==> config.mk <==
export PLATFORM = sky130hd
export DESIGN_NAME = peripheral_clock_gating
export DESIGN_NICKNAME = d
export VERILOG_FILES = /design/src/rtl/clk_gate_pkg.sv /design/src/rtl/gate_reg_bank.sv /design/src/rtl/peripheral_clock_gating.sv
export SDC_FILE = /design/constraint.sdc
export NUM_CORES = 1
export LEC_CHECK = 0
export ABC_AREA = 1
export BUFFER_PORTS_ARGS = -buffer_cell sky130_fd_sc_hd__buf_2
export CAP_MARGIN = 10
export CELL_PAD_IN_SITES_DETAIL_PLACEMENT = 1
export CELL_PAD_IN_SITES_GLOBAL_PLACEMENT = 1
export CORE_ASPECT_RATIO = 0.75
export CORE_MARGIN = 2
export CORE_UTILIZATION = 29
export CTS_CLUSTER_DIAMETER = 60
export DETAILED_ROUTE_END_ITERATION = 16
export PLACE_DENSITY = 0.57
export SLEW_MARGIN = 20
export SYNTH_ARGS = -nofsm -noshare
export SYNTH_HDL_FRONTEND = slang
export SYNTH_SLANG_ARGS = --single-unit
export TNS_END_PERCENT = 100
==> constraint.sdc <==
create_clock -name clk -period 2.9 [get_ports clk]
set_input_delay 0.725 -clock clk [delete_from_list [all_inputs] [get_ports clk]]
set_output_delay 0.725 -clock clk [all_outputs]
set_load 0.05 [all_outputs]
==> src/rtl/clk_gate_pkg.sv <==
// Overview of operation
// - Each gating bit is the clock enable of one unit; 0 stops and disables it.
// - Access to a unit whose clock is gated off returns a bus fault.
// - All gating bits and the ADC rate field reset to zero.
// - Three register copies: run, sleep, deep sleep; current mode's copy applies.
// - Sleep and deep-sleep copies apply only while auto gating is set.
// - Set 0 at 0x100/0x110/0x120, set 1 at 0x104/0x114/0x124.
// - Set 0: bit 20 PWM, bit 16 ADC, bit 3 watchdog, bits 11:8 rate; rest reserved.
// - Set 0 bits 11:8 pick ADC rate: 0 125K, 1 250K, 2 500K, 3 1M.
// - Set 1: bit 24 comparator 0, bits 18/17/16 timers 2/1/0.
// - Set 1: bit 8 encoder, bit 4 sync serial, bits 1/0 serial ports.
// - Reserved bits are undefined on read; software preserves them.
package clk_gate_pkg;
    // ****************************************
    // Register map
    // ****************************************
    localparam logic [11:0] OFS_RUN0 = 12'h100;
    localparam logic [11:0] OFS_RUN1 = 12'h104;
    localparam logic [11:0] OFS_SLP0 = 12'h110;
    localparam logic [11:0] OFS_SLP1 = 12'h114;
    localparam logic [11:0] OFS_DSL0 = 12'h120;
    localparam logic [11:0] OFS_DSL1 = 12'h124;
    localparam logic [11:0] OFS_RUN_CLOCK_CONFIG = 12'h060;
    localparam logic [11:0] OFS_FAULT_STATUS = 12'h180;
    localparam logic [11:0] OFS_FAULT_MASK = 12'h184;
    localparam logic [11:0] OFS_MODE_STATUS = 12'h188;
    // ****************************************
    // Fields
    // ****************************************
    localparam int BIT_PWM = 20;
    localparam int BIT_ADC = 16;
    localparam int BIT_WATCHDOG = 3;
    localparam int RATE_LO = 8;
    localparam int RATE_HI = 11;
    localparam int BIT_COMPARATOR0_GATE_BIT = 24;
    localparam int BIT_TIMER2 = 18;
    localparam int BIT_TIMER1 = 17;
    localparam int BIT_TIMER0 = 16;
    localparam int BIT_ENCODER = 8;
    localparam int BIT_SYNC_SERIAL = 4;
    localparam int BIT_SERIAL1 = 1;
    localparam int BIT_SERIAL0 = 0;
    localparam int BIT_AUTO_GATING = 27;
    localparam logic [31:0] MASK_SET0 = 32'h0011_0F08;
    localparam logic [31:0] MASK_SET1 = 32'h0107_0113;
    localparam logic [31:0] MASK_RCC = 32'h0800_0000;
    localparam logic [31:0] RESET_VALUE = 32'h0000_0000;
    localparam logic [3:0] RATE_MAX_CODE = 4'h3;
    localparam int NUM_UNITS = 11;
    localparam int NUM_FAULT = 2;
    localparam int BIT_FAULT_ACCESS = 0;
    localparam int BIT_FAULT_RATE = 1;

    typedef enum logic [1:0] {MODE_RUN, MODE_SLEEP, MODE_DEEP_SLEEP} power_mode_e;

    typedef struct packed {
        logic pwm;
        logic adc;
        logic watchdog;
        logic comparator0_gate_bit;
        logic timer2;
        logic timer1;
        logic timer0;
        logic encoder;
        logic sync_serial;
        logic serial1;
        logic serial0;
    } unit_enables_s;
endpackage : clk_gate_pkg

==> src/rtl/gate_reg_bank.sv <==
`timescale 1ns/100ps
// Six gating words in a small register bank; read data come out of a register.
module gate_reg_bank (
    input wire logic clk, // System clock
    input wire logic reset_n, // Async reset, active low
    input wire logic wr_en, // Write strobe
    input wire logic [2:0] wr_idx, // Word written
    input wire logic [31:0] wr_data, // Write data, already masked
    input wire logic [2:0] rd_idx, // Word read
    output logic [31:0] rd_data, // Registered read data
    output logic [5:0][31:0] words // All words, for the gating decode
);
    logic [5:0][31:0] next_words;
    logic [31:0] next_rd_data;

    always_comb begin
        next_words = words;
        if (wr_en && wr_idx < 3'd6) begin
            next_words[wr_idx] = wr_data;
        end
        next_rd_data = (rd_idx < 3'd6) ? words[rd_idx] : clk_gate_pkg::RESET_VALUE;
    end

    always_ff @(posedge clk or negedge reset_n) begin
        if (!reset_n) begin
            words <= {6{clk_gate_pkg::RESET_VALUE}};
            rd_data <= '0;
        end else begin
            words <= next_words;
            rd_data <= next_rd_data;
        end
    end
endmodule : gate_reg_bank

==> src/rtl/peripheral_clock_gating.sv <==
`timescale 1ns/100ps
module peripheral_clock_gating (
    input wire logic clk, // System clock, 25 MHz
    input wire logic reset_n, // Async reset, active low
    input wire logic psel, // APB select
    input wire logic penable, // APB enable
    input wire logic pwrite, // APB direction
    input wire logic [11:0] paddr, // APB byte address
    input wire logic [31:0] pwdata, // APB write data
    output logic [31:0] prdata, // APB read data
    output logic pready, // APB ready
    output logic pslverr, // APB error
    input wire logic sleep_req, // Core is in sleep
    input wire logic deep_sleep_req, // Core is in deep sleep
    input wire logic unit_access, // Peripheral access in progress
    input wire logic [3:0] unit_sel, // Unit being accessed, struct field order, pwm = 0 to serial0 = 10
    output logic unit_fault, // Bus fault pulse for a gated unit
    output clk_gate_pkg::unit_enables_s unit_clk_en, // Clock enable per unit
    output logic [3:0] adc_rate, // ADC sample rate code
    output logic irq // Level interrupt
);
    // ****************************************
    // Decode
    // ****************************************
    function automatic logic [2:0] word_index(input logic [11:0] a);
        case (a)
            clk_gate_pkg::OFS_RUN0: word_index = 3'd0;
            clk_gate_pkg::OFS_RUN1: word_index = 3'd1;
            clk_gate_pkg::OFS_SLP0: word_index = 3'd2;
            clk_gate_pkg::OFS_SLP1: word_index = 3'd3;
            clk_gate_pkg::OFS_DSL0: word_index = 3'd4;
            clk_gate_pkg::OFS_DSL1: word_index = 3'd5;
            default: word_index = 3'd7;
        endcase
    endfunction : word_index

    function automatic clk_gate_pkg::unit_enables_s decode_units(
        input logic [31:0] w0,
        input logic [31:0] w1
    );
        decode_units.pwm = w0[clk_gate_pkg::BIT_PWM];
        decode_units.adc = w0[clk_gate_pkg::BIT_ADC];
        decode_units.watchdog = w0[clk_gate_pkg::BIT_WATCHDOG];
        decode_units.comparator0_gate_bit = w1[clk_gate_pkg::BIT_COMPARATOR0_GATE_BIT];
        decode_units.timer2 = w1[clk_gate_pkg::BIT_TIMER2];
        decode_units.timer1 = w1[clk_gate_pkg::BIT_TIMER1];
        decode_units.timer0 = w1[clk_gate_pkg::BIT_TIMER0];
        decode_units.encoder = w1[clk_gate_pkg::BIT_ENCODER];
        decode_units.sync_serial = w1[clk_gate_pkg::BIT_SYNC_SERIAL];
        decode_units.serial1 = w1[clk_gate_pkg::BIT_SERIAL1];
        decode_units.serial0 = w1[clk_gate_pkg::BIT_SERIAL0];
    endfunction : decode_units

    logic setup;
    logic access;
    logic [2:0] idx;
    logic bank_wr;
    logic [31:0] bank_wdata;
    logic [31:0] bank_rdata;
    logic [5:0][31:0] words;
    logic [31:0] run_clock_config;
    logic [31:0] next_run_clock_config;
    logic [clk_gate_pkg::NUM_FAULT-1:0] fault_status;
    logic [clk_gate_pkg::NUM_FAULT-1:0] next_fault_status;
    logic [clk_gate_pkg::NUM_FAULT-1:0] fault_mask;
    logic [clk_gate_pkg::NUM_FAULT-1:0] next_fault_mask;
    logic bank_sel;
    logic next_bank_sel;
    logic [31:0] local_rdata;
    logic [31:0] next_local_rdata;
    logic next_pready;
    logic next_pslverr;
    logic unmapped;
    logic next_unmapped;
    logic [31:0] next_prdata;
    logic auto_gating_select;
    clk_gate_pkg::power_mode_e mode;
    clk_gate_pkg::unit_enables_s next_unit_clk_en;
    logic [3:0] next_adc_rate;
    logic next_unit_fault;
    logic next_irq;
    logic [31:0] sel0;
    logic [31:0] sel1;

    assign setup = psel && !penable;
    assign access = psel && penable && pready;
    assign idx = word_index(paddr);
    assign auto_gating_select = run_clock_config[clk_gate_pkg::BIT_AUTO_GATING];

    // ****************************************
    // Register bank
    // ****************************************
    always_comb begin
        bank_wr = access && pwrite && idx != 3'd7;
        // Unimplemented bits held at zero so reserved reads are stable
        bank_wdata = pwdata & (idx[0] ? clk_gate_pkg::MASK_SET1 : clk_gate_pkg::MASK_SET0);
    end

    gate_reg_bank gate_reg_bank_i (
        .clk(clk),
        .reset_n(reset_n),
        .wr_en(bank_wr),
        .wr_idx(idx),
        .wr_data(bank_wdata),
        .rd_idx(idx),
        .rd_data(bank_rdata),
        .words(words)
    );

    // ****************************************
    // APB slave: one wait state, answer registered
    // ****************************************
    always_comb begin
        next_pready = psel && penable && !pready;
        next_unmapped = unmapped;
        next_bank_sel = bank_sel;
        next_local_rdata = local_rdata;
        next_run_clock_config = run_clock_config;
        next_fault_mask = fault_mask;
        if (setup) begin
            next_bank_sel = idx != 3'd7;
            next_unmapped = 1'b0;
            case (paddr)
                clk_gate_pkg::OFS_RUN_CLOCK_CONFIG: next_local_rdata = run_clock_config;
                clk_gate_pkg::OFS_FAULT_STATUS: next_local_rdata = 32'(fault_status);
                clk_gate_pkg::OFS_FAULT_MASK: next_local_rdata = 32'(fault_mask);
                clk_gate_pkg::OFS_MODE_STATUS: next_local_rdata = 32'(mode);
                default: begin
                    next_local_rdata = 32'h0000_0000;
                    next_unmapped = idx == 3'd7;
                end
            endcase
        end
        if (access && pwrite) begin
            case (paddr)
                clk_gate_pkg::OFS_RUN_CLOCK_CONFIG:
                    next_run_clock_config = pwdata & clk_gate_pkg::MASK_RCC;
                clk_gate_pkg::OFS_FAULT_MASK:
                    next_fault_mask = pwdata[clk_gate_pkg::NUM_FAULT-1:0];
                default: next_fault_mask = fault_mask;
            endcase
        end
        // Bank word lands a cycle after setup, so the answer waits one cycle
        next_pslverr = next_pready && unmapped;
        next_prdata = next_pready ? (bank_sel ? bank_rdata : local_rdata) : prdata;
    end

    // ****************************************
    // Gating selection
    // ****************************************
    always_comb begin
        sel0 = words[0];
        sel1 = words[1];
        if (auto_gating_select) begin
            case (mode)
                clk_gate_pkg::MODE_SLEEP: begin
                    sel0 = words[2];
                    sel1 = words[3];
                end
                clk_gate_pkg::MODE_DEEP_SLEEP: begin
                    sel0 = words[4];
                    sel1 = words[5];
                end
                default: begin
                    sel0 = words[0];
                    sel1 = words[1];
                end
            endcase
        end
        next_unit_clk_en = decode_units(sel0, sel1);
        next_adc_rate = sel0[clk_gate_pkg::RATE_HI:clk_gate_pkg::RATE_LO];
        // Gated unit cannot answer; fault instead
        next_unit_fault = unit_access && unit_sel < 4'(clk_gate_pkg::NUM_UNITS)
            && !unit_clk_en[4'(clk_gate_pkg::NUM_UNITS - 1) - unit_sel];
    end

    always_comb begin
        mode = deep_sleep_req ? clk_gate_pkg::MODE_DEEP_SLEEP :
            sleep_req ? clk_gate_pkg::MODE_SLEEP : clk_gate_pkg::MODE_RUN;
    end

    // ****************************************
    // Interrupt status
    // ****************************************
    always_comb begin
        next_fault_status = fault_status;
        if (access && pwrite && paddr == clk_gate_pkg::OFS_FAULT_STATUS) begin
            next_fault_status = fault_status & ~pwdata[clk_gate_pkg::NUM_FAULT-1:0];
        end
        // Set wins over a same-cycle clear
        if (next_unit_fault) begin
            next_fault_status[clk_gate_pkg::BIT_FAULT_ACCESS] = 1'b1;
        end
        // Flags a rate code beyond the top supported rate
        if (next_adc_rate > clk_gate_pkg::RATE_MAX_CODE) begin
            next_fault_status[clk_gate_pkg::BIT_FAULT_RATE] = 1'b1;
        end
        next_irq = |(next_fault_status & next_fault_mask);
    end

    always_ff @(posedge clk or negedge reset_n) begin
        if (!reset_n) begin
            pready <= 1'b0;
            pslverr <= 1'b0;
            prdata <= '0;
            unmapped <= 1'b0;
            bank_sel <= 1'b0;
            local_rdata <= '0;
            run_clock_config <= '0;
            fault_status <= '0;
            fault_mask <= '0;
            unit_clk_en <= '0;
            adc_rate <= '0;
            unit_fault <= 1'b0;
            irq <= 1'b0;
        end else begin
            pready <= next_pready;
            pslverr <= next_pslverr;
            prdata <= next_prdata;
            unmapped <= next_unmapped;
            bank_sel <= next_bank_sel;
            local_rdata <= next_local_rdata;
            run_clock_config <= next_run_clock_config;
            fault_status <= next_fault_status;
            fault_mask <= next_fault_mask;
            unit_clk_en <= next_unit_clk_en;
            adc_rate <= next_adc_rate;
            unit_fault <= next_unit_fault;
            irq <= next_irq;
        end
    end

    // ****************************************
    // Checks
    // ****************************************
    AST_FAULT_WHEN_GATED: assert property (@(posedge clk) disable iff (!reset_n)
        unit_access && unit_sel == 4'd10 && !unit_clk_en.serial0 |=> unit_fault)
        else $error("No fault on gated unit access");
    AST_NO_FAULT_WHEN_CLOCKED: assert property (@(posedge clk) disable iff (!reset_n)
        unit_access && unit_sel == 4'd0 && unit_clk_en.pwm |=> !unit_fault)
        else $error("Fault on clocked unit");
    AST_RUN_COPY_NO_AUTO: assert property (@(posedge clk) disable iff (!reset_n)
        !auto_gating_select |=> unit_clk_en.serial0 == $past(words[1][0]))
        else $error("Run copy not applied");
    AST_SLEEP_COPY: assert property (@(posedge clk) disable iff (!reset_n)
        auto_gating_select && mode == clk_gate_pkg::MODE_SLEEP
        |=> unit_clk_en.timer0 == $past(words[3][clk_gate_pkg::BIT_TIMER0]))
        else $error("Sleep copy not applied");
    AST_DEEP_COPY: assert property (@(posedge clk) disable iff (!reset_n)
        auto_gating_select && mode == clk_gate_pkg::MODE_DEEP_SLEEP
        |=> unit_clk_en.pwm == $past(words[4][clk_gate_pkg::BIT_PWM]))
        else $error("Deep-sleep copy not applied");
    AST_RATE_FIELD: assert property (@(posedge clk) disable iff (!reset_n)
        !auto_gating_select
        |=> adc_rate == $past(words[0][clk_gate_pkg::RATE_HI:clk_gate_pkg::RATE_LO]))
        else $error("Rate field mismatch");
    AST_RESERVED_ZERO: assert property (@(posedge clk) disable iff (!reset_n)
        (words[1] & ~clk_gate_pkg::MASK_SET1) == 32'h0000_0000)
        else $error("Reserved bit stored");
    AST_WRITE_LANDS: assert property (@(posedge clk) disable iff (!reset_n)
        access && pwrite && paddr == clk_gate_pkg::OFS_RUN0
        |=> words[0] == (($past(pwdata)) & clk_gate_pkg::MASK_SET0))
        else $error("Run word 0 write lost");
    AST_READY_ONE_WAIT: assert property (@(posedge clk) disable iff (!reset_n)
        setup |=> !pready ##1 pready ##1 !pready)
        else $error("Ready timing wrong");
    AST_READY_PULSE: assert property (@(posedge clk) disable iff (!reset_n)
        pready |=> !pready)
        else $error("Ready held too long");
    AST_ERR_WITH_READY: assert property (@(posedge clk) disable iff (!reset_n)
        pslverr |-> pready)
        else $error("Error without ready");
    AST_ERR_READS_ZERO: assert property (@(posedge clk) disable iff (!reset_n)
        pslverr |-> prdata == 32'h0000_0000)
        else $error("Error read not zero");
    AST_DSL1_WRITE: assert property (@(posedge clk) disable iff (!reset_n)
        access && pwrite && paddr == clk_gate_pkg::OFS_DSL1
        |=> words[5] == ($past(pwdata) & clk_gate_pkg::MASK_SET1))
        else $error("Deep-sleep word 1 write lost");
    AST_RESERVED_ZERO_SET0: assert property (@(posedge clk) disable iff (!reset_n)
        (words[0] & ~clk_gate_pkg::MASK_SET0) == 32'h0000_0000)
        else $error("Reserved bit stored in set 0");
    AST_RESERVED_ZERO_DEEP: assert property (@(posedge clk) disable iff (!reset_n)
        (words[5] & ~clk_gate_pkg::MASK_SET1) == 32'h0000_0000)
        else $error("Reserved bit stored in deep word");
    AST_SLEEP_RUN_COPY: assert property (@(posedge clk) disable iff (!reset_n)
        !auto_gating_select && mode == clk_gate_pkg::MODE_SLEEP
        |=> unit_clk_en.pwm == $past(words[0][clk_gate_pkg::BIT_PWM]))
        else $error("Run copy not kept in sleep");
    AST_DEEP_RATE: assert property (@(posedge clk) disable iff (!reset_n)
        auto_gating_select && mode == clk_gate_pkg::MODE_DEEP_SLEEP
        |=> adc_rate == $past(words[4][clk_gate_pkg::RATE_HI:clk_gate_pkg::RATE_LO]))
        else $error("Deep-sleep rate not applied");
    AST_FAULT_STICKY: assert property (@(posedge clk) disable iff (!reset_n)
        unit_fault |-> fault_status[clk_gate_pkg::BIT_FAULT_ACCESS])
        else $error("Fault not recorded");
    AST_FAULT_NEEDS_ACCESS: assert property (@(posedge clk) disable iff (!reset_n)
        unit_fault |-> $past(unit_access))
        else $error("Fault without access");
    AST_NO_FAULT_IDLE: assert property (@(posedge clk) disable iff (!reset_n)
        !unit_access |=> !unit_fault)
        else $error("Fault while idle");
    AST_IRQ_LEVEL: assert property (@(posedge clk) disable iff (!reset_n)
        irq == |(fault_status & fault_mask))
        else $error("Interrupt level wrong");
endmodule : peripheral_clock_gating

-- Word-level counts from Yosys, hierarchy flattened
Cells that the tools add are included.
- equal/unequal tests: 14
- reductions and logical operators: 18
- $lt $le $gt $ge: 6
- add/subtract/negate cells: 1
- bitwise gates (word level): 4
- muxes and demuxes: 24
- operator list (cell ; count):
    $bwmux 192 ; 1
    $mux 32 ; 4
    $pmux 28 s4 ; 1
    $eq 12x9->1 const B ; 9
    $bmux 32 s3 ; 1
    $demux 32 s3 ; 1
    $mux 25 ; 2
    $pmux 25 s2 ; 1
    $pmux 21 s2 ; 1
    $and 32x25->32 ; 1
    $mux 21 ; 1
    $pmux 3 s6 ; 1
    $eq 12x7->1 const B ; 1
    $logic_and 1x1->1 ; 12
    $mux 2 ; 4
    $lt 4x5->1 const B ; 1
    $mux 1 ; 5
    $and 2x2->2 ; 2
    $bmux 1 s4 ; 1
    $gt 4x2->1 const B ; 1
    $lt 3x4->1 const B ; 1
    $lt 4x4->1 const B ; 1
    $reduce_or 4->1 ; 1
    $sub 4x4->4 const A ; 1
    other kinds (10) ; 12
- bits of input ports: 56
- output and inout port bits: 51
- register bits after elaboration: 314
- word-level logic and storage cells: 97

-- Logic depth before layout (Yosys ltp)
Gate-level depths: netlist of run 1.
- word-level depth: 9
- mapped depth: 11
- gate-level depth less buffers: 11

-- Modules after synthesis
From an unflattened synthesis of run 1, not the netlist that was laid out.
- cell total of the unflattened synthesis: 1663
- area total of the unflattened synthesis: 13232.7 um2
- by module, submodules not included (module ; seq. area each (um2) ; area each (um2) ; cells an instance ; instances):
    gate_reg_bank ; 5605.4 ; 10039.6 ; 1276 ; 1
    peripheral_clock_gating ; 1526.5 ; 3193.1 ; 387 ; 1

-- Worst setup path before layout of run 1
Ideal clock, no wire load.
- kind: in2reg
- from: input port paddr[9]
- to: register gate_reg_bank_i.words[50] (netlist bit)
- arrival: 1.810 ns
- cell stages on the path: 11
- data required time: 2.782 ns
- path slack: 0.972 ns
- setup time: 0.118 ns
- buffers on the path: 1
- path through: inv_2 > nand2_2 > nor2_4 > nand2_1 > nand2_4 > nand3_1 > nor2_2 > nand2_2 > buf_6 > nand2_1 > o21ai_2
- cells in the longest elaborated chain, start to end: 7
- elaborated cells between the ends (all ways): 19
- classes of those cells: order compare: 3; eq/ne: 7; mux: 5; bitwise: 1; reduce/logical: 3
- ends and longest elaborated chain (item ; RTL line ; RTL):
    start, declared ; peripheral_clock_gating.sv:8 ; input wire logic [11:0] paddr,
    $eq 12x9->1 ; peripheral_clock_gating.sv:26 ; case (a)
    $pmux 3 s6 (*) ; peripheral_clock_gating.sv:26 ;
    $lt 3x4->1 (not written as such) or $ge 3x1->1 (tied branches) ; gate_reg_bank.sv:19 ; next_words[wr_idx] = wr_data;
    $logic_and 1x1->1 (not written as such) ; gate_reg_bank.sv:19 ;
    $mux 32 (not written as such) ; gate_reg_bank.sv:19 ;
    $demux 32 s3 ; n/a ;
    $bwmux 192 ; gate_reg_bank.sv:19 ;
    end signal, assigned ; gate_reg_bank.sv:26 ; words <= {6{clk_gate_pkg::RESET_VALUE}};
    end signal, assigned ; gate_reg_bank.sv:29 ; words <= next_words;
    end, declared ; gate_reg_bank.sv:11 ; output logic [5:0][31:0] words
Every way passes the cells marked *; elsewhere a longest branch is shown, timed or not.
A chain may end at the register's enable or synchronous reset.

-- Worst setup path after layout of run 1
- from: register pready
- to: register gate_reg_bank_i.words[64] (netlist bit)
- cells in the longest elaborated chain, start to end: 4
- ends and longest elaborated chain (item ; RTL line ; RTL):
    start, declared ; peripheral_clock_gating.sv:11 ; output logic pready,
    start signal, assigned ; peripheral_clock_gating.sv:217 ; pready <= next_pready;
    $logic_and 1x1->1 ; peripheral_clock_gating.sv:86 ; assign access = psel && penable && pready;
    $logic_and 1x1->1 (2 in series) ; peripheral_clock_gating.sv:94 ; bank_wr = access && pwrite && idx != 3'd7;
    $logic_and 1x1->1 ; gate_reg_bank.sv:18 ; if (wr_en && wr_idx < 3'd6) begin
No other way between the ends.

==> results of run 1 <==
-- per-stage QoR --
step / power (uW) / util (%) / hold WS [ns]
floorplan: 2110 / - / 0.429
global placement: 2220 / 33.3 / 0.460
detailed placement: 2230 / 33.3 / 0.465
CTS: 4480 / 36.1 / 0.272
global route: 4580 / 36.1 / 0.283
finish: 4410 / 36.1 / 0.246
-- power groups by stage --
| stage | sequential (uW) | clock, uW | combinational (uW) |
|---|---|---|---|
| floorplan | 1950 | 0 | 156 |
| global placement | 1930 | 0 | 293 |
| detailed placement | 1930 | 0 | 295 |
| CTS | 1900 | 2290 | 296 |
| global route | 1900 | 2360 | 322 |
| finish | 1900 | 2220 | 292 |
-- Yosys cell counts, drive strengths merged --
library cell and number:
inv 106, a31oi 2, nand2 194, o22ai 4, a22o 7, o31a 1, nor2 67, nand3 77
buf 32, nand4 17, nor3b 1, ha 2, nor3 2, a21oi 13, a21o 5, xnor2 1
o211ai 1, o31ai 1, dfrtp 134, clkbuf 13, o21ai 90, conb 1
-- per-layer routing --
| layer | track usage, % | share of wire [%] | vias to the layer above |
|---|---|---|---|
| met2 | 27.6 | 45 | 99 |
| met1 | 26.6 | 50 | 2548 |
| li1 | - | - | 2604 |
| met3 | 3.76 | 4.6 | 15 |
| met4 | 4.72 | 0.95 | 0 |
| met5 | 0 | 0 | - |
-- registers in the layout, indices dropped and copies added, names as in the netlist, 2 cells and up --
signal / count
gate_reg_bank_i.rd_data: 13
prdata: 14
fault_mask: 2
unit_clk_en: 11
adc_rate: 4
local_rdata: 3
fault_status: 2
gate_reg_bank_i.words: 78
-- placed cells by master (no fill, tap or decap), drive strengths merged, types with 2 or more instances in the layout --
cell | Yosys | routed
clkinvlp | 0 | 2
bufinv | 0 | 3
clkbuf | 13 | 17
clkinv | 0 | 6
a31oi | 2 | 2
o21ai | 90 | 90
dfrtp | 134 | 134
inv | 106 | 109
nor2 | 67 | 67
a21oi | 13 | 13
a22o | 7 | 7
nand3 | 77 | 77
ha | 2 | 2
nor3 | 2 | 2
a21o | 5 | 5
nand2 | 194 | 194
nand4 | 17 | 17
o22ai | 4 | 4
conb | 1 | 18
buf | 32 | 96
-- worst max-delay path: stages (launching register included) --
cell	delay [ns]
dfrtp_1	0.66
nand4_2	0.41
nor2_2	0.27
nand3_2	0.30
inv_1	0.33
nor2_1	0.07
-- cell type report --
cell class / instances / area [sq um]
clock buffer: 17 / 425
clock inverter: 14 / 176
fill: 2558 / 13600
inverter: 106 / 398
multi-input combinational: 503 / 2430
sequential: 134 / 3350
tap: 288 / 360
timing repair buffer: 96 / 564
-- cells by family (layout without fill, tap and decap cells) --
family / Yosys count / count (layout)
buffers and inverters: 151 / 233
AOI/OAI and AO/OA: 124 / 124
adders and majority gates: 2 / 2
and+or+nand+nor: 358 / 358
other: 1 / 18
DFF: 134 / 134
xor gates and xnor gates: 1 / 1
-- how the worst min path moves through the flow --
stage	start	to	slack, ns	cells after the start
global placement	gate_reg_bank_i.rd_data[8]	prdata[8]	0.46	2
global route	reset_n	gate_reg_bank_i.words[160]	0.28	1
floorplan	reset_n	adc_rate[0]	0.43	0
finish	reset_n	gate_reg_bank_i.words[160]	0.25	1
CTS	reset_n	gate_reg_bank_i.words[161]	0.27	1
detailed placement	gate_reg_bank_i.rd_data[8]	prdata[8]	0.47	2
==> impl_table.tex, run 1 <==
\begin{tabular}{lr}
\hline
Metric & Value \\
\hline
\multicolumn{2}{l}{\textbf{Status}} \\
\quad Result of the run & completed \\
\multicolumn{2}{l}{\textbf{Global route}} \\
\quad Antenna violations before repair & 0 \\
\quad Pin count of the biggest net entering global routing & 55 \\
\quad Overflow left after global routing & 0 \\
\quad Overall routing resource usage & a little under a fifth \\
\quad First-pass GRT wire length & between 30000 and 40000 microns \\
\quad Vias in the first global route & 5528 \\
\multicolumn{2}{l}{\textbf{Setup path}} \\
\quad Critical Path Start & pready \\
\quad Slack of the worst reg-to-reg path & a little over 0.7 ns \\
\quad Arrival time at the worst endpoint & 2.48 ns \\
\quad Maximum fanout encountered on the critical timing path & 16 \\
\quad Kind of end point of the critical path & flop \\
\quad Start of the worst register-to-register path & pready \\
\quad FF-to-FF path depth & 5 \\
\quad Kind of start point of the critical path & flop \\
\quad Type of the setup path with the least slack & reg2reg \\
\quad Critical path capture point & gate\_reg\_bank\_i.words[64] \\
\quad End of the worst register-to-register path & gate\_reg\_bank\_i.words[64] \\
\quad Required time of the critical path & 3.19 ns \\
\multicolumn{2}{l}{\textbf{STA}} \\
\quad Total setup violations reported at the end of the flow & 0 \\
\quad Final max-slew violation count & 0 \\
\quad Max transition margin & 63.7\% \\
\quad Fin Setup TNS & 0 ns \\
\quad Minimum clock period & 2.19 ns \\
\quad Max Fclk & 456 MHz \\
\quad Final hold violation count & 0 \\
\quad Layout Skew & about 0.011 ns \\
\quad Actual transition at the worst max-transition pin & between 0.5 and 0.6 ns \\
\quad Post-layout worst setup margin & 0.709 ns \\
\quad Fin crit share & between 70 and 80\% \\
\quad Setup repair after global routing missed its margin & false \\
\multicolumn{2}{l}{\textbf{Worst hold path}} \\
\quad Path class of the lowest-slack min-delay path & in2async \\
\multicolumn{2}{l}{\textbf{Power and ir drop}} \\
\quad Sw frac & between 20 and 30\% \\
\quad Highest ir drop seen on vdd & 370 uV \\
\quad Share of total power in combinational logic & 6.6\% \\
\quad Cell internal power dissipation & $\sim$3300 uW \\
\quad Proportion of power drawn by flip-flops and latches & 43.0\% \\
\quad Total leakage power & 0.00404 uW \\
\quad Clock share of power & approximately half \\
\quad Cell area power density & 572 mW/mm\^{}2 \\
\quad Switching power & $\sim$1100 uW \\
\multicolumn{2}{l}{\textbf{Floorplan}} \\
\quad Die Outline Area & around 0.023 sq mm \\
\quad Core outline area & 0.0214 sq mm \\
\quad Die height & around 130 microns \\
\quad Effective utilization at floorplan & 29.9\% \\
\quad Site row count & 46 \\
\quad I/O Pins & 107 \\
\quad Horizontal die dimension & 175 microns \\
\multicolumn{2}{l}{\textbf{Clock tree}} \\
\quad Maximum clock insertion buffer count & 2 \\
\quad Post-cts resize count & 0 \\
\quad Number of buffers created by CTS & 17 \\
\quad Worst-skew pair later-pin latency & 0.42 ns \\
\quad Clock edge transition at the registers on the reported setup and hold paths & around 0.060 ns \\
\quad TritonCTS clock tree & yes \\
\quad CTS Hold Bufs & 0 \\
\quad Cell at the root of the clock tree & clkbuf\_16 \\
\quad Maximum level of the CTS H-tree & 4 \\
\quad Number of buffers inserted to repair setup after CTS & 0 \\
\quad CTS sink count & 134 \\
\multicolumn{2}{l}{\textbf{Route}} \\
\quad Iteration count of the initial detailed-routing pass & 4 \\
\quad Vias/cell & 4.55 \\
\quad DRC errors left & 0 \\
\quad Detail Route Antenna Nets & 0 \\
\quad WL/cell & 17.4 microns \\
\quad Detailed-route via count & 5266 \\
\quad Drt initial violations & between 200 and 300 \\
\quad Detailed Route WL & 20200 microns \\
\multicolumn{2}{l}{\textbf{Cells and area}} \\
\quad Final design instance area without fill & 0.00771 sq mm \\
\quad Final layout net count & 916 \\
\quad Fraction of final layout cells with drive strength greater than 1 & 20.6\% \\
\quad Post-Layout Cell Count & 1158 \\
\quad Layout overhead on the synthesized area & 20.7\% \\
\quad Number of antenna diodes & 0 \\
\multicolumn{2}{l}{\textbf{Placed design}} \\
\quad Placer's final routability congestion estimate & a little under 0.8 \\
\quad Count of input and output buffers & 70 \\
\quad DP Cell Count & approximately 1100 \\
\quad Post-placement cell area & about 0.0071 sq mm \\
\quad Worst setup slack before clock tree synthesis & $\sim$0.33 ns \\
\quad HPWL Detailed & 14500 microns \\
\multicolumn{2}{l}{\textbf{Synth}} \\
\quad Post-synthesis compound-gate area fraction & 11.1\% \\
\quad Area fraction of the dominant cell type after synthesis & 52.5\% \\
\quad Multiplexer fraction of the synthesized cell area & 0\% \\
\quad Synthesized area & approximately 0.0064 sq mm \\
\quad Synthesized-area fraction occupied by and/or/nand/nor cells & approximately 25\% \\
\quad Post-synthesis average cell area & about 8.3 sq um \\
\quad Number of instances in the synthesized netlist & 771 \\
\quad Area share of fa/ha/maj cells after synthesis & 0.392\% \\
\quad Biggest area contributors in the synthesized netlist & dfrtp\_1, nand2\_1, nand3\_1 \\
\quad Ys Warns & 0 \\
\quad Dominant combinational cell family by area after synthesis & simple AND/OR/NAND/NOR gates \\
\quad Post-synthesis cell type with the largest combined area & dfrtp\_1 \\
\quad Synthesized flop and latch total & between 100 and 150 \\
\quad XOR/XNOR Fraction of Synth Area & 0.137\% \\
\quad Number of distinct standard cells referenced by the synthesized netlist & 37 \\
\quad Seq/Total Area, Yosys & 52.5\% \\
\multicolumn{2}{l}{\textbf{Flow run}} \\
\quad Max cap viols & 0 \\
\hline
\end{tabular}
Power figures use the tool's default switching activity.
==> run 2: changes to the inputs <==
==> constraint.sdc (replaced) <==
create_clock -name clk -period 2.1 [get_ports clk]
set_input_delay 0.525 -clock clk [delete_from_list [all_inputs] [get_ports clk]]
set_output_delay 0.525 -clock clk [all_outputs]
set_load 0.05 [all_outputs]
==> run 2 against run 1 <==
Non-clock buffer count grew 17; clock-buffer cell count increased by 2; setup slack worse by 0.40 ns; clock power increased by 40%; global-route usage is 0.095 points higher; first-iteration DRC count up 11%; flip-flop and latch count did not move; final cell count up 1.6%; utilization rose by 1.2 points; die area did not move; register-to-register slack worse by 0.38 ns; critical path depth is 3 lower; critical endpoint is now pready; largest cell class unchanged; highest routed layer unchanged.
==> impl_table.tex, run 2 (same netlist as run 1, synthesis figures left out) <==
\begin{tabular}{lr}
\hline
Metric & Value \\
\hline
\multicolumn{2}{l}{\textbf{STA}} \\
\quad Final hold violation count & 0 (unchanged) \\
\quad Max Fclk & 559 MHz \\
\quad Actual transition at the worst max-transition pin & 0.682 ns (+0.137 ns) \\
\quad Minimum clock period & 1.79 ns \\
\quad Layout Skew & 0.00794 ns (-0.00275 ns) \\
\quad Fin crit share & 85.2\% \\
\quad Total setup violations reported at the end of the flow & 0 (unchanged) \\
\quad Max transition margin & 54.1\% (-9.6 points) \\
\quad Setup repair after global routing missed its margin & false \\
\quad Post-route worst hold slack & 0.0291 ns (-0.217 ns) \\
\quad Final max-slew violation count & 0 (unchanged) \\
\multicolumn{2}{l}{\textbf{Clock tree}} \\
\quad Post-cts resize count & 0 (unchanged) \\
\quad CTS sink count & 134 (unchanged) \\
\quad Number of buffers created by CTS & 17 (unchanged) \\
\quad Number of buffers inserted to repair setup after CTS & 0 (unchanged) \\
\quad Cell at the root of the clock tree & clkbuf\_16 \\
\quad TritonCTS clock tree & yes \\
\quad Clock edge transition at the registers on the reported setup and hold paths & 0.06 ns (about the same) \\
\quad Maximum clock insertion buffer count & 2 (unchanged) \\
\quad CTS Hold Bufs & 0 (unchanged) \\
\quad Maximum level of the CTS H-tree & 4 (unchanged) \\
\quad Worst-skew pair later-pin latency & 0.42 ns (about the same) \\
\multicolumn{2}{l}{\textbf{Setup path}} \\
\quad Start of the worst register-to-register path & run\_clock\_config[27] \\
\quad Type of the setup path with the least slack & reg2out \\
\quad Slack of the worst reg-to-reg path & 0.33 ns (-0.38 ns) \\
\quad Kind of start point of the critical path & flop \\
\quad Arrival time at the worst endpoint & 1.26 ns (-1.22 ns) \\
\quad End of the worst register-to-register path & irq \\
\quad FF-to-FF path depth & 6 (+1) \\
\quad Required time of the critical path & 1.57 ns (-1.62 ns) \\
\quad Kind of end point of the critical path & output pin \\
\quad Maximum fanout encountered on the critical timing path & 15 (-1) \\
\multicolumn{2}{l}{\textbf{Cells and area}} \\
\quad Fraction of final layout cells with drive strength greater than 1 & 22.1\% (+1.5 points) \\
\quad Flip-flop count of the largest register after layout & 78 (unchanged) \\
\quad Post-Layout Cell Count & 1176 (+1.6\%) \\
\quad Largest register by flop count & gate\_reg\_bank\_i.words \\
\quad Final layout net count & 933 (+1.9\%) \\
\quad Number of antenna diodes & 0 (unchanged) \\
\quad Final design instance area without fill & 0.00796 sq mm (+3.2\%) \\
\quad Most common cell after layout, fill and taps aside & nand2\_1 \\
\quad Final core utilization & 37.3\% (+1.2 points) \\
\quad Commonest cells after routing, fill and taps aside & nand2\_1, dfrtp\_1, inv\_1, nand3\_1, buf\_2 \\
\quad Layout fillers & 2571 (+0.51\%) \\
\quad Registers with the most flip-flops & gate\_reg\_bank\_i.words (78), prdata (14), gate\_reg\_bank\_i.rd\_data (13) \\
\quad Layout overhead on the synthesized area & 24.6\% \\
\multicolumn{2}{l}{\textbf{Global route}} \\
\quad First-pass GRT wire length & 32500 microns (+0.71\%) \\
\quad Antenna violations before repair & 0 (unchanged) \\
\quad Overall routing resource usage & 18.4\% (+0.095 points) \\
\quad Vias in the first global route & 5652 (+2.2\%) \\
\quad Pin count of the biggest net entering global routing & 46 (-16\%) \\
\quad Overflow left after global routing & 0 (unchanged) \\
\multicolumn{2}{l}{\textbf{Floorplan}} \\
\quad Die height & 133 microns (unchanged) \\
\quad Effective utilization at floorplan & 29.9\% (unchanged) \\
\quad I/O Pins & 107 (unchanged) \\
\quad Core outline area & 0.0214 sq mm (unchanged) \\
\quad Site row count & 46 (unchanged) \\
\quad Horizontal die dimension & 175 microns (unchanged) \\
\quad Die Outline Area & 0.0232 sq mm (unchanged) \\
\multicolumn{2}{l}{\textbf{Route}} \\
\quad WL/cell & 17.1 microns (-2.1\%) \\
\quad Detail Route Antenna Nets & 0 (unchanged) \\
\quad Vias/cell & 4.56 (+0.30\%) \\
\quad Detailed-route via count & 5364 (+1.9\%) \\
\quad Drt initial violations & 332 (+11\%) \\
\quad DRC errors left & 0 (unchanged) \\
\quad Detailed Route WL & 20100 microns (-0.61\%) \\
\quad Iteration count of the initial detailed-routing pass & 4 (unchanged) \\
\multicolumn{2}{l}{\textbf{Power and ir drop}} \\
\quad Total leakage power & 0.00417 uW (+3.3\%) \\
\quad Highest ir drop seen on vdd & 521 uV (+41\%) \\
\quad Cell area power density & 772 mW/mm\^{}2 (+35\%) \\
\quad Overall power after layout & 6140 uW (+39\%) \\
\multicolumn{2}{l}{\textbf{Placed design}} \\
\quad Post-placement cell area & 0.00734 sq mm (+3.4\%) \\
\quad Count of input and output buffers & 70 (unchanged) \\
\quad HPWL Detailed & 14900 microns (+2.4\%) \\
\quad DP Cell Count & 1144 (+1.5\%) \\
\quad Placer's final routability congestion estimate & 0.815 (+3.9\%) \\
\multicolumn{2}{l}{\textbf{Flow run}} \\
\quad Max cap viols & 0 (unchanged) \\
\multicolumn{2}{l}{\textbf{Worst hold path}} \\
\quad Path class of the lowest-slack min-delay path & in2async \\
\multicolumn{2}{l}{\textbf{Status}} \\
\quad Result of the run & completed \\
\hline
\end{tabular}
[run 2: cell types whose count changed in the layout (fill, tap and decap cells not counted)]
cell / before / now
buf_12: 1 / 10
buf_4: 25 / 33
clkbuf_1: 0 / 1
clkbuf_8: 0 / 1
clkinv_4: 4 / 3
clkinvlp_4: 2 / 1
inv_6: 3 / 4
[run 2: power breakdown]
part           total (uW)  internal [uW]  switching (uW)
clock                3100           1910            1190
combinational         422           98.8             323
sequential           2620           2600            17.1
[run 2: critical path, stage by stage (launching register included)]
cell and delay, ns:
dfrtp_1 0.35, buf_4 0.20, buf_2 0.29
[run 2: cell type report]
| cell class | instances | area (sq um) | area share (%) |
|---|---|---|---|
| clock inverters | 13 | 169 | 2.12 |
| well taps | 288 | 360 | 4.53 |
| flip-flops and latches | 134 | 3350 | 42.1 |
| repair buffers | 113 | 805 | 10.1 |
| multi-input cells | 503 | 2430 | 30.5 |
| inverters | 106 | 398 | 5.00 |
| clock buffers | 19 | 443 | 5.57 |
[run 2: per-layer routing]
| layer | global-route usage [%] | part of all wire, % | vias to the layer above |
|---|---|---|---|
| li1 | - | - | 2642 |
| met1 | 27.2 | 51 | 2616 |
| met2 | 27.9 | 44 | 94 |
| met3 | 3.71 | 4.3 | 12 |
| met4 | 3.61 | 0.67 | 0 |
| met5 | 0 | 0 | - |
[run 2: worst max path at each step]
| stage | from | slack [ns] | end | cells after the start |
|---|---|---|---|---|
| 2_1_floorplan | pready | 0.27 | gate_reg_bank_i.words[114] | 8 |
| 3_3_place_gp | paddr[11] | 0.02 | gate_reg_bank_i.words[146] | 9 |
| 3_5_place_dp | paddr[1] | -0.007 | gate_reg_bank_i.words[152] | 9 |
| 4_1_cts | pready | 0.28 | pready | 2 |
| 5_1_grt | pready | 0.24 | pready | 2 |
| 6_report | pready | 0.31 | pready | 2 |
[run 2: through the flow]
| step | TNS (ns) | setup slack [ns] |
|---|---|---|
| after global placement | 0 | 0.0236 |
| after floorplan | 0 | 0.267 |
| after detailed placement | -0.00721 | -0.00721 |
| final | 0 | 0.311 |
| after global routing | 0 | 0.243 |
| after CTS | 0 | 0.282 |
==> run 3: changes to the inputs <==
--- a/config.mk
+++ b/config.mk
@@ -8,14 +8,16 @@
 export ABC_AREA = 1
 export BUFFER_PORTS_ARGS = -buffer_cell sky130_fd_sc_hd__buf_2
 export CAP_MARGIN = 10
-export CELL_PAD_IN_SITES_DETAIL_PLACEMENT = 1
-export CELL_PAD_IN_SITES_GLOBAL_PLACEMENT = 1
+export CELL_PAD_IN_SITES_DETAIL_PLACEMENT = 0
+export CELL_PAD_IN_SITES_GLOBAL_PLACEMENT = 2
 export CORE_ASPECT_RATIO = 0.75
 export CORE_MARGIN = 2
 export CORE_UTILIZATION = 29
 export CTS_CLUSTER_DIAMETER = 60
 export DETAILED_ROUTE_END_ITERATION = 16
-export PLACE_DENSITY = 0.57
+export GPL_ROUTABILITY_DRIVEN = 0
+export PLACE_DENSITY = 0.69
+export SKIP_CTS_REPAIR_TIMING = 1
 export SLEW_MARGIN = 20
 export SYNTH_ARGS = -nofsm -noshare
 export SYNTH_HDL_FRONTEND = slang
==> run 3 against run 2 <==
Power down 4.4%; sequential share of layout area up 0.45 points; critical path depth unchanged; first-iteration DRC count unchanged; largest power group unchanged; highest routed layer unchanged.
==> impl_table.tex, run 3 (same netlist as run 1, synthesis figures left out) <==
\begin{tabular}{lr}
\hline
Metric & Value \\
\hline
\multicolumn{2}{l}{\textbf{Status}} \\
\quad Result of the run & completed \\
\multicolumn{2}{l}{\textbf{Placed design}} \\
\quad HPWL Detailed & 14500 microns (-2.7\%) \\
\quad Worst setup slack before clock tree synthesis & 0.0218 ns (+0.0290 ns) \\
\quad Count of input and output buffers & 70 (unchanged) \\
\multicolumn{2}{l}{\textbf{Cells and area}} \\
\quad Layout overhead on the synthesized area & 23.3\% \\
\quad Fraction of final layout cells with drive strength greater than 1 & 22.2\% (+0.088 points) \\
\quad Number of antenna diodes & 0 (unchanged) \\
\quad Commonest cells after routing, fill and taps aside & nand2\_1, dfrtp\_1, inv\_1, nand3\_1, buf\_2 \\
\quad Most common cell after layout, fill and taps aside & nand2\_1 \\
\quad Flip-flop count of the largest register after layout & 78 (unchanged) \\
\quad Largest register by flop count & gate\_reg\_bank\_i.words \\
\quad Final core utilization & 36.9\% (-0.39 points) \\
\quad Final layout net count & 934 (+0.11\%) \\
\quad Registers with the most flip-flops & gate\_reg\_bank\_i.words (78), prdata (14), gate\_reg\_bank\_i.rd\_data (13) \\
\multicolumn{2}{l}{\textbf{Flow run}} \\
\quad Max cap viols & 0 (unchanged) \\
\multicolumn{2}{l}{\textbf{Global route}} \\
\quad First-pass GRT wire length & 31400 microns (-3.4\%) \\
\quad Overflow left after global routing & 0 (unchanged) \\
\quad Met3 usage in global routing & 3.97\% (+0.26 points) \\
\quad Antenna violations before repair & 0 (unchanged) \\
\quad Met1 Track Usage GR & 25.4\% (-1.8 points) \\
\quad Vias in the first global route & 5649 (-0.053\%) \\
\quad Overall routing resource usage & 17.7\% (-0.70 points) \\
\quad Grt peak-use layer & met2 \\
\quad Global-route met2 utilization & 26.4\% (-1.4 points) \\
\quad Pin count of the biggest net entering global routing & 47 (+2.2\%) \\
\multicolumn{2}{l}{\textbf{Clock tree}} \\
\quad Cell at the root of the clock tree & clkbuf\_16 \\
\quad Clock edge transition at the registers on the reported setup and hold paths & 0.07 ns (about the same) \\
\quad CTS sink count & 134 (unchanged) \\
\quad Maximum level of the CTS H-tree & 4 (unchanged) \\
\quad TritonCTS clock tree & yes \\
\quad Maximum clock insertion buffer count & 2 (unchanged) \\
\quad Worst-skew pair later-pin latency & 0.43 ns (about the same) \\
\quad Number of buffers created by CTS & 17 (unchanged) \\
\multicolumn{2}{l}{\textbf{Setup path}} \\
\quad Required time of the critical path & 1.57 ns (about the same) \\
\quad Kind of end point of the critical path & output pin \\
\quad Arrival time at the worst endpoint & 1.27 ns (about the same) \\
\quad Type of the setup path with the least slack & reg2out \\
\quad Kind of start point of the critical path & flop \\
\quad Maximum fanout encountered on the critical timing path & 15 (unchanged) \\
\multicolumn{2}{l}{\textbf{STA}} \\
\quad Max transition margin & 42.8\% (-11 points) \\
\quad Layout Skew & 0.0144 ns (+0.00644 ns) \\
\quad Fin crit share & 85.4\% (+0.19 points) \\
\quad Minimum clock period & 1.79 ns (+0.00400 ns) \\
\quad Final hold violation count & 0 (unchanged) \\
\quad Max Fclk & 558 MHz (-0.22\%) \\
\quad Final max-slew violation count & 0 (unchanged) \\
\quad Setup repair after global routing missed its margin & false \\
\quad Fin Setup TNS & 0 ns (unchanged) \\
\quad Post-layout worst setup margin & 0.307 ns (-0.00400 ns) \\
\quad Total setup violations reported at the end of the flow & 0 (unchanged) \\
\quad Actual transition at the worst max-transition pin & 0.849 ns (+0.167 ns) \\
\multicolumn{2}{l}{\textbf{Floorplan}} \\
\quad Site row count & 46 (unchanged) \\
\quad Die Outline Area & 0.0232 sq mm (unchanged) \\
\quad Horizontal die dimension & 175 microns (unchanged) \\
\quad Core outline area & 0.0214 sq mm (unchanged) \\
\quad I/O Pins & 107 (unchanged) \\
\quad Die height & 133 microns (unchanged) \\
\quad Effective utilization at floorplan & 29.9\% (unchanged) \\
\multicolumn{2}{l}{\textbf{Worst hold path}} \\
\quad Path class of the lowest-slack min-delay path & in2reg \\
\multicolumn{2}{l}{\textbf{Route}} \\
\quad Detailed Route WL & 19300 microns (-3.8\%) \\
\quad Detailed-route via count & 5373 (+0.17\%) \\
\quad Vias/cell & 4.56 (about the same) \\
\quad WL/cell & 16.4 microns (-3.9\%) \\
\quad Detail Route Antenna Nets & 0 (unchanged) \\
\quad Iteration count of the initial detailed-routing pass & 5 (+1) \\
\quad DRC errors left & 0 (unchanged) \\
\quad Drt initial violations & 332 (unchanged) \\
\multicolumn{2}{l}{\textbf{Power and ir drop}} \\
\quad Highest ir drop seen on vdd & 470 uV (-9.8\%) \\
\quad Total leakage power & 0.00413 uW (-0.93\%) \\
\quad Cell area power density & 746 mW/mm\^{}2 (-3.4\%) \\
\hline
\end{tabular}
## run 3: changes by cell type in the layout (fill, tap and decap cells not counted)
cell,before,now
dlygate4sd3_1,0,1
clkinv_2,2,1
bufinv_16,3,0
buf_12,10,7
clkinvlp_4,1,2
clkinv_4,3,2
inv_8,0,2
clkbuf_1,1,0
inv_6,4,8
buf_4,33,36
clkbuf_8,1,0
## run 3: routing by layer
metal / part of all wire, % / up-vias
li1: - / 2654
met1: 50 / 2560
met2: 43 / 144
met3: 5.6 / 15
met4: 1.4 / 0
met5: 0 / -
## run 3: worst paths after layout
check	startpoint	endpoint	slack (ns)	depth (start not counted)
setup / recovery	pready	pready	0.31	2
hold / removal	pwdata[17]	gate_reg_bank_i.words[177]	0.35	3
setup reg to reg	run_clock_config[27]	irq	0.56	6
hold reg to reg	gate_reg_bank_i.rd_data[9]	prdata[9]	0.47	2
max in group asynchronous	reset_n	gate_reg_bank_i.words[72]	0.94	3
min in group asynchronous	reset_n	irq	0.53	2
## run 3: worst max-delay path: stages (launching register included)
cell,delay [ns]
dfrtp_1,0.36
buf_4,0.20
buf_2,0.28
## run 3: layout make-up
cell class	instances	area, sq um
repair buffers	114	777
clock inverters	15	130
well taps	288	360
flip-flops and latches	134	3350
fillers	2262	13500
inverters	106	398
clock buffers	17	425
multi-input cells	503	2430
## run 3: stage by stage
step / power, uW / hold WS [ns] / std cells / instance area [sq um]
4_1_cts: 5950 / -0.0427 / 1176 / 7860
3_3_place_gp: 3080 / 0.412 / 1144 / 7310
5_1_grt: 6100 / 0.339 / 1177 / 7870
6_report: 5870 / 0.350 / 1177 / 7870
2_1_floorplan: 2910 / 0.229 / 788 / 6450
3_5_place_dp: 3080 / 0.418 / 1144 / 7310
## run 3: power by group
part	switching (uW)	internal, uW	total, uW
logic	318	99.2	417
registers	17.2	2600	2610
clock network	1280	1560	2840
